===== config.mk =====
export PLATFORM = sky130hd
export DESIGN_NAME = sync_serial_pin_mux
export DESIGN_NICKNAME = d
export VERILOG_FILES = /design/src/rtl/pin_mux_pkg.sv /design/src/rtl/sync_serial_pin_mux.sv
export SDC_FILE = /design/constraint.sdc
export NUM_CORES = 1
export LEC_CHECK = 0
export BUFFER_PORTS_ARGS = -buffer_cell sky130_fd_sc_hd__buf_2
export CORE_MARGIN = 1
export CORE_UTILIZATION = 44
export DETAILED_ROUTE_END_ITERATION = 6
export PLACE_DENSITY = 0.8
export SYNTH_ARGS = -nofsm -noshare
export SYNTH_HDL_FRONTEND = slang
export SYNTH_SLANG_ARGS = --single-unit

===== constraint.sdc =====
create_clock -name clk_sys -period 1.89 [get_ports clk_sys]
set_input_delay 0.0945 -clock clk_sys [delete_from_list [all_inputs] [get_ports clk_sys]]
set_output_delay 0.0945 -clock clk_sys [all_outputs]
set_load 0.02 [all_outputs]

===== src/rtl/pin_mux_pkg.sv =====
`default_nettype none
package pin_mux_pkg;
  // Pin positions on the shared six-bit port
  localparam int NPINS = 6;
  localparam int PIN_CTRL_A = 0;
  localparam int PIN_CTRL_B = 1;
  localparam int PIN_FRAME_SYNC = 2;
  localparam int PIN_BIT_CLOCK = 3;
  localparam int PIN_RX_DATA = 4;
  localparam int PIN_TX_DATA = 5;

  // Register byte offsets
  localparam int ADDR_W = 8;
  localparam logic [7:0] OFF_FUNC_SEL = 8'h00;
  localparam logic [7:0] OFF_DIRECTION = 8'h04;
  localparam logic [7:0] OFF_GP_OUT = 8'h08;
  localparam logic [7:0] OFF_GP_IN = 8'h0c;
  localparam logic [7:0] OFF_MODE = 8'h10;
  localparam logic [7:0] OFF_STATUS = 8'h14;

  // Field positions
  localparam int MODE_ASYNC_BIT = 0;
  localparam int STAT_STOP_BIT = 0;
  localparam int STAT_ASYNC_BIT = 1;

  // Values after reset
  localparam logic [5:0] FUNC_SEL_RST = 6'h00;
  localparam logic [5:0] DIRECTION_RST = 6'h00;
  localparam logic [5:0] GP_OUT_RST = 6'h00;
  localparam logic ASYNC_RST = 1'b0;

  // AXI4-Lite responses
  localparam logic [1:0] RESP_OKAY = 2'b00;
  localparam logic [1:0] RESP_SLVERR = 2'b10;

  // Drive from the serial port core toward the pins
  typedef struct packed {
    logic [5:0] out;
    logic [5:0] oe;
  } ser_drv_s;

  // Pin roles as seen by the serial port core
  typedef struct packed {
    logic rx_bit_clk;
    logic rx_bit_clk_rise;
    logic rx_frame_sync;
    logic tx_frame_sync;
    logic tx_bit_clk;
    logic tx_bit_clk_rise;
    logic tx_bit_clk_fall;
    logic rx_data;
    logic flag0;
    logic flag1;
  } ser_in_s;
endpackage
`default_nettype wire


===== src/rtl/sync_serial_pin_mux.sv =====
// How it works
// - Async: pin A is receive bit clock
// - Sync: pin A is transmitter 1 or flag 0
// - Async: pin B is receive frame sync
// - Sync: pin B is transmitter 2 or flag 1
// - Frame sync pin shared sync, transmit-only async
// - Frame sync driven out or taken in
// - Bit clock pin clocks both, or transmitter
// - Receive data pin is input, feeds receiver
// - Transmit data pin driven by transmitter
// - Reset: all pins general-purpose inputs
// - Function select bit picks role per pin
// - Direction register steers general-purpose pins
// - Wait state leaves pins unchanged
//
// Decided for this implementation: the address map and register access over AXI4-Lite.
`timescale 1ns/1ps
`default_nettype none
module sync_serial_pin_mux (
  input wire logic clk_sys,
  input wire logic rst,
  input wire logic clk_en,
  input wire logic stop_req,
  input wire logic [pin_mux_pkg::ADDR_W-1:0] s_axi_awaddr,
  input wire logic s_axi_awvalid,
  output logic s_axi_awready,
  input wire logic [31:0] s_axi_wdata,
  input wire logic [3:0] s_axi_wstrb,
  input wire logic s_axi_wvalid,
  output logic s_axi_wready,
  output logic [1:0] s_axi_bresp,
  output logic s_axi_bvalid,
  input wire logic s_axi_bready,
  input wire logic [pin_mux_pkg::ADDR_W-1:0] s_axi_araddr,
  input wire logic s_axi_arvalid,
  output logic s_axi_arready,
  output logic [31:0] s_axi_rdata,
  output logic [1:0] s_axi_rresp,
  output logic s_axi_rvalid,
  input wire logic s_axi_rready,
  input wire pin_mux_pkg::ser_drv_s ser_drv,
  output pin_mux_pkg::ser_in_s ser_in,
  input wire logic [5:0] pin_in,
  output logic [5:0] pin_out,
  output logic [5:0] pin_oe
);
  import pin_mux_pkg::*;

  typedef struct packed {
    logic [5:0] sync1;
    logic [5:0] sync2;
    logic [5:0] held;
    logic [5:0] prev;
    logic [5:0] func_r;
    logic [5:0] dir_r;
    logic [5:0] gpo_r;
    logic async_r;
    logic [5:0] out_r;
    logic [5:0] oe_r;
    logic aw_got;
    logic w_got;
    logic [ADDR_W-1:0] awaddr;
    logic [31:0] wdata;
    logic wstrb0;
    logic bvalid;
    logic [1:0] bresp;
    logic rvalid;
    logic [31:0] rdata;
    logic [1:0] rresp;
  } state_s;

  state_s st_r;
  state_s st_nxt;
  logic aw_hs;
  logic w_hs;
  logic ar_hs;
  logic [5:0] role;
  logic [5:0] role_prev;
  logic [5:0] sel_out;
  logic [5:0] sel_oe;
  logic [31:0] rd_word;
  logic rd_hit;
  logic wr_hit;

  // Bus handshakes, frozen while the clock enable is low
  assign s_axi_awready = clk_en && !st_r.aw_got && !st_r.bvalid;
  assign s_axi_wready = clk_en && !st_r.w_got && !st_r.bvalid;
  assign s_axi_arready = clk_en && !st_r.rvalid;
  assign aw_hs = s_axi_awvalid && s_axi_awready;
  assign w_hs = s_axi_wvalid && s_axi_wready;
  assign ar_hs = s_axi_arvalid && s_axi_arready;
  assign s_axi_bvalid = st_r.bvalid;
  assign s_axi_bresp = st_r.bresp;
  assign s_axi_rvalid = st_r.rvalid;
  assign s_axi_rdata = st_r.rdata;
  assign s_axi_rresp = st_r.rresp;

  // Read decode
  always_comb begin
    rd_word = 32'h0000_0000;
    rd_hit = 1'b1;
    case (s_axi_araddr)
      OFF_FUNC_SEL: rd_word[5:0] = st_r.func_r;
      OFF_DIRECTION: rd_word[5:0] = st_r.dir_r;
      OFF_GP_OUT: rd_word[5:0] = st_r.gpo_r;
      OFF_GP_IN: rd_word[5:0] = st_r.sync2;
      OFF_MODE: rd_word[MODE_ASYNC_BIT] = st_r.async_r;
      OFF_STATUS: begin
        rd_word[STAT_STOP_BIT] = stop_req;
        rd_word[STAT_ASYNC_BIT] = st_r.async_r;
      end
      default: rd_hit = 1'b0;
    endcase
  end

  // Write target check
  always_comb begin
    case (st_r.awaddr)
      OFF_FUNC_SEL, OFF_DIRECTION, OFF_GP_OUT, OFF_MODE: wr_hit = 1'b1;
      OFF_GP_IN, OFF_STATUS: wr_hit = 1'b1;
      default: wr_hit = 1'b0;
    endcase
  end

  // Per-pin function mux
  assign sel_out = (st_r.func_r & ser_drv.out) | (~st_r.func_r & st_r.gpo_r);
  always_comb begin
    sel_oe = (st_r.func_r & ser_drv.oe) | (~st_r.func_r & st_r.dir_r);
    if (st_r.func_r[PIN_RX_DATA]) begin
      sel_oe[PIN_RX_DATA] = 1'b0;
    end
  end

  // Serial-facing pin levels, only for pins given to the serial port
  assign role = st_r.held & st_r.func_r;
  assign role_prev = st_r.prev & st_r.func_r;

  // Role decode by operating mode
  always_comb begin
    ser_in = '0;
    ser_in.tx_frame_sync = role[PIN_FRAME_SYNC];
    ser_in.tx_bit_clk = role[PIN_BIT_CLOCK];
    ser_in.tx_bit_clk_rise = role[PIN_BIT_CLOCK] && !role_prev[PIN_BIT_CLOCK];
    ser_in.tx_bit_clk_fall = !role[PIN_BIT_CLOCK] && role_prev[PIN_BIT_CLOCK];
    ser_in.rx_data = role[PIN_RX_DATA];
    if (st_r.async_r) begin
      // Schmitt stage is the pad; the double flop removes metastability
      ser_in.rx_bit_clk = role[PIN_CTRL_A];
      ser_in.rx_bit_clk_rise = role[PIN_CTRL_A] && !role_prev[PIN_CTRL_A];
      ser_in.rx_frame_sync = role[PIN_CTRL_B];
    end else begin
      ser_in.rx_bit_clk = role[PIN_BIT_CLOCK];
      ser_in.rx_bit_clk_rise = ser_in.tx_bit_clk_rise;
      ser_in.rx_frame_sync = role[PIN_FRAME_SYNC];
      ser_in.flag0 = role[PIN_CTRL_A];
      ser_in.flag1 = role[PIN_CTRL_B];
    end
  end

  // Next state of the whole block
  always_comb begin
    st_nxt = st_r;
    if (clk_en) begin
      st_nxt.sync1 = pin_in;
      st_nxt.sync2 = st_r.sync1;
      if (!stop_req) begin
        st_nxt.held = st_r.sync2;
      end
      // Previous level tracks held, so no edge pulse stands through stop
      st_nxt.prev = st_r.held;
      // Wait state has no path into the pin drive
      st_nxt.out_r = sel_out;
      st_nxt.oe_r = stop_req ? 6'h00 : sel_oe;
      if (aw_hs) begin
        st_nxt.aw_got = 1'b1;
        st_nxt.awaddr = s_axi_awaddr;
      end
      if (w_hs) begin
        st_nxt.w_got = 1'b1;
        st_nxt.wdata = s_axi_wdata;
        st_nxt.wstrb0 = s_axi_wstrb[0];
      end
      if (st_r.aw_got && st_r.w_got) begin
        st_nxt.aw_got = 1'b0;
        st_nxt.w_got = 1'b0;
        st_nxt.bvalid = 1'b1;
        st_nxt.bresp = wr_hit ? RESP_OKAY : RESP_SLVERR;
        if (st_r.wstrb0) begin
          case (st_r.awaddr)
            OFF_FUNC_SEL: st_nxt.func_r = st_r.wdata[5:0];
            OFF_DIRECTION: st_nxt.dir_r = st_r.wdata[5:0];
            OFF_GP_OUT: st_nxt.gpo_r = st_r.wdata[5:0];
            OFF_MODE: st_nxt.async_r = st_r.wdata[MODE_ASYNC_BIT];
            default: st_nxt.gpo_r = st_r.gpo_r;
          endcase
        end
      end else if (st_r.bvalid && s_axi_bready) begin
        st_nxt.bvalid = 1'b0;
      end
      if (ar_hs) begin
        st_nxt.rvalid = 1'b1;
        st_nxt.rdata = rd_word;
        st_nxt.rresp = rd_hit ? RESP_OKAY : RESP_SLVERR;
      end else if (st_r.rvalid && s_axi_rready) begin
        st_nxt.rvalid = 1'b0;
      end
    end
  end

  // State register with synchronous reset
  always_ff @(posedge clk_sys) begin
    if (rst) begin
      st_r <= '0;
      st_r.func_r <= FUNC_SEL_RST;
      st_r.dir_r <= DIRECTION_RST;
      st_r.gpo_r <= GP_OUT_RST;
      st_r.async_r <= ASYNC_RST;
    end else begin
      st_r <= st_nxt;
    end
  end

  // Pin drive from flip-flops
  assign pin_out = st_r.out_r;
  assign pin_oe = st_r.oe_r;
endmodule
`default_nettype wire


==> out/metrics.cfg <==
[critical_path]
r2r_slack_ns = 0.10
critPathRequiredTime_ns = 2.11
worst-setup-path-type = reg -> reg
rr_worst_depth = 5
worstPathMaxFanout = 6
reg2reg_to = st_r[111]
critPathLaunch = st_r[78]
startpoint_type = flip-flop
r2r_start = st_r[78]
crit_path_end_kind = flip-flop
endpoint = st_r[111]
arrival_ns = 2.01

[timing]
relSlewSlack = 0.6126
drv_slew = 0
fin_skew_ns = 0.01070
finalSetupViolations = 0
period_needed_ns = 1.788
worst_pin_slew_ns = 0.5811
min_period_over_period = 0.9461
hold_violations = 0
setup_tns_ns = 0
grt_setup_unrepaired = true
fmax_ghz = 0.5592

[logic_synthesis]
yosys-top-cells-count = dfxtp_1 (77), nor2_1 (67), mux2i_1 (55)
synthTopCellsByArea = dfxtp_1 (43%), mux2i_1 (15%), buf_4 (10%)
synth-edff-count = 0
yosysSeqAreaShare = 0.4264
synth_area_um2 = 3615
async_flop_share = 0
synth_top_area_cell = dfxtp_1
yosysMostFrequentCell = dfxtp_1
syn_inst = 399
syn_area_per_cell_um2 = 9.059
synthDistinctLibCells = 36
ys.flop_type = dfxtp_1
ys_warn_count = 0
synth_top_area_frac = 0.4264
ys_seq_elements = 77

[cts]
cts_made_buffers = 9
cts_num_sinks = 77
htreeDepth = 3
clk_latency_ns = 0.34
root_buffer = clkbuf_8
cts_tree = built
clk_pin_slew_ns = 0.08
cts_setup_buffers = 0
cts.path.max_buffers = 2

[worst_hold_path]
hold_path.class = in -> reg

[drt]
dr.first_iter.drc_count = 84
drt_wl_total_mm = 7.814
wire_per_inst_um = 13.45
drc_errors = 0
ant_nets = 0
firstDrtPassIters = 4
vias_per_cell = 4.854
num_vias = 2820

[power_and_ir_drop]
switchingPower_mw = 0.8006
power.total_mw = 3.133
p_int_mw = 2.332
ir_worst_vdd_v = 0.0003819
p_sw_frac = 0.2556
power_frac_clock = 0.346
power_frac_comb = 0.111
power_leakage_nw = 1.766
power_frac_seq = 0.542
power_density_nw_per_um2 = 741.9

[finish]
nNetsFinal = 555
design_area_um2 = 4223
syn_to_final_growth_pct = 16.82
n_antenna_cell = 0
drive_above_1_share = 0.2443

[global_routing]
grt_pass1_vias = 2648
grt_pass1_wl_mm = 12.74
track_usage = 0.1929
grt_max_degree = 60
antenna_found_initial = 0
gr-total-overflow = 0

[die]
die_area_um2 = 8582
rows = 32
ios = 142
start_util = 0.4606
die_h_um = 92.64
core_um2 = 7848
die_w_um = 92.64

[placed_design]
place_hpwl_mm = 5.731
port_buffers = 83
placed_area_um2 = 3870
gp_congestion = 0.7736

[run_status]
run_status = finished clean

[flow_run]
drv_cap = 0

routing by layer:
metal	up-vias	global-route usage	part of all wire
li1	1426	-	-
met1	1297	0.2386	0.46
met2	86	0.3296	0.49
met3	11	0.03284	0.044
met4	0	0.08333	0.013
met5	-	0	0
cell usage in the layout, fill, tap and decap left out, types with 4 or more instances in the layout:
master	instances
a211oi_1	10
a21oi_1	23
buf_2	83
buf_4	5
clkbuf_8	11
conb_1	28
dfxtp_1	77
dlygate4sd3_1	17
mux2i_1	55
mux4_2	4
nand2_1	40
nor2_1	67
nor3_1	6
nor3b_1	4
o21ai_1	6
per-stage QoR:
stage          worst slack, ns  hold WS, ns  utilization  std cells
2_1_floorplan          0.07221       0.2305            -        426
3_3_place_gp           0.05988       0.3288       0.4931        550
3_5_place_dp           0.05019       0.3354       0.4931        550
4_1_cts                0.03224     0.003269       0.5359        581
5_1_grt              -0.008964     0.004972       0.5381        581
6_report                0.1018      0.01332       0.5381        581
worst min path at each step:
stage | from | endpoint | slack (ns) | depth (start not counted)
2_1_floorplan | s_axi_awaddr[1] | st_r[72] | 0.23 | 2
3_3_place_gp | s_axi_wdata[3] | st_r[42] | 0.33 | 3
3_5_place_dp | s_axi_wstrb[0] | st_r[38] | 0.34 | 3
4_1_cts | s_axi_wdata[2] | st_r[41] | 0.003 | 3
5_1_grt | s_axi_wdata[2] | st_r[41] | 0.005 | 3
6_report | s_axi_wdata[2] | st_r[41] | 0.01 | 3
registers in the layout (all words and copies together), names as in the netlist:
signal,count
s_axi_rvalid,1
pin_oe,6
s_axi_bvalid,1
s_axi_rresp,1
pin_out,6
st_r,55
s_axi_bresp,1
s_axi_rdata,6
final cells by class:
type | instances | area, um^2
inverter | 7 | 26.28
clock buffer | 12 | 155.1
fill | 743 | 3625
sequential | 77 | 1541
multi-input combinational | 273 | 1705
tap | 102 | 127.6
clock inverter | 2 | 10.01
timing repair buffer | 108 | 656.9
critical path, cell delays in order, from the launching register on:
cell and delay, ns:
dfxtp_1 0.32, or4_4 0.61, nor4_4 0.28, buf_6 0.18, mux2i_1 0.21, nor2_1 0.06
logic make-up after synthesis:
logic type / count (synthesis) / share of synthesized area
and+or+nand+nor: 142 / 0.1914
muxes: 61 / 0.1835
buffers and inverters: 76 / 0.1315
other: 1 / 0.001037
AOI/OAI and AO/OA: 42 / 0.06611
DFF: 77 / 0.4264
power groups by stage:
stage | logic [mW] | registers, mW | clock network, mW
final | 0.349 | 1.70 | 1.08
after global placement | 0.316 | 1.73 | 0
after global routing | 0.383 | 1.70 | 1.19
after floorplan | 0.286 | 1.73 | 0
after detailed placement | 0.322 | 1.74 | 0
after CTS | 0.350 | 1.70 | 1.10
timing repair:
action,in CTS,in global routing
hold endpoints to repair,17,0
setup endpoints to repair,0,10
gates resized for setup,0,4
hold buffers,17,0
No activity file was read; power rests on OpenSTA's default activity.
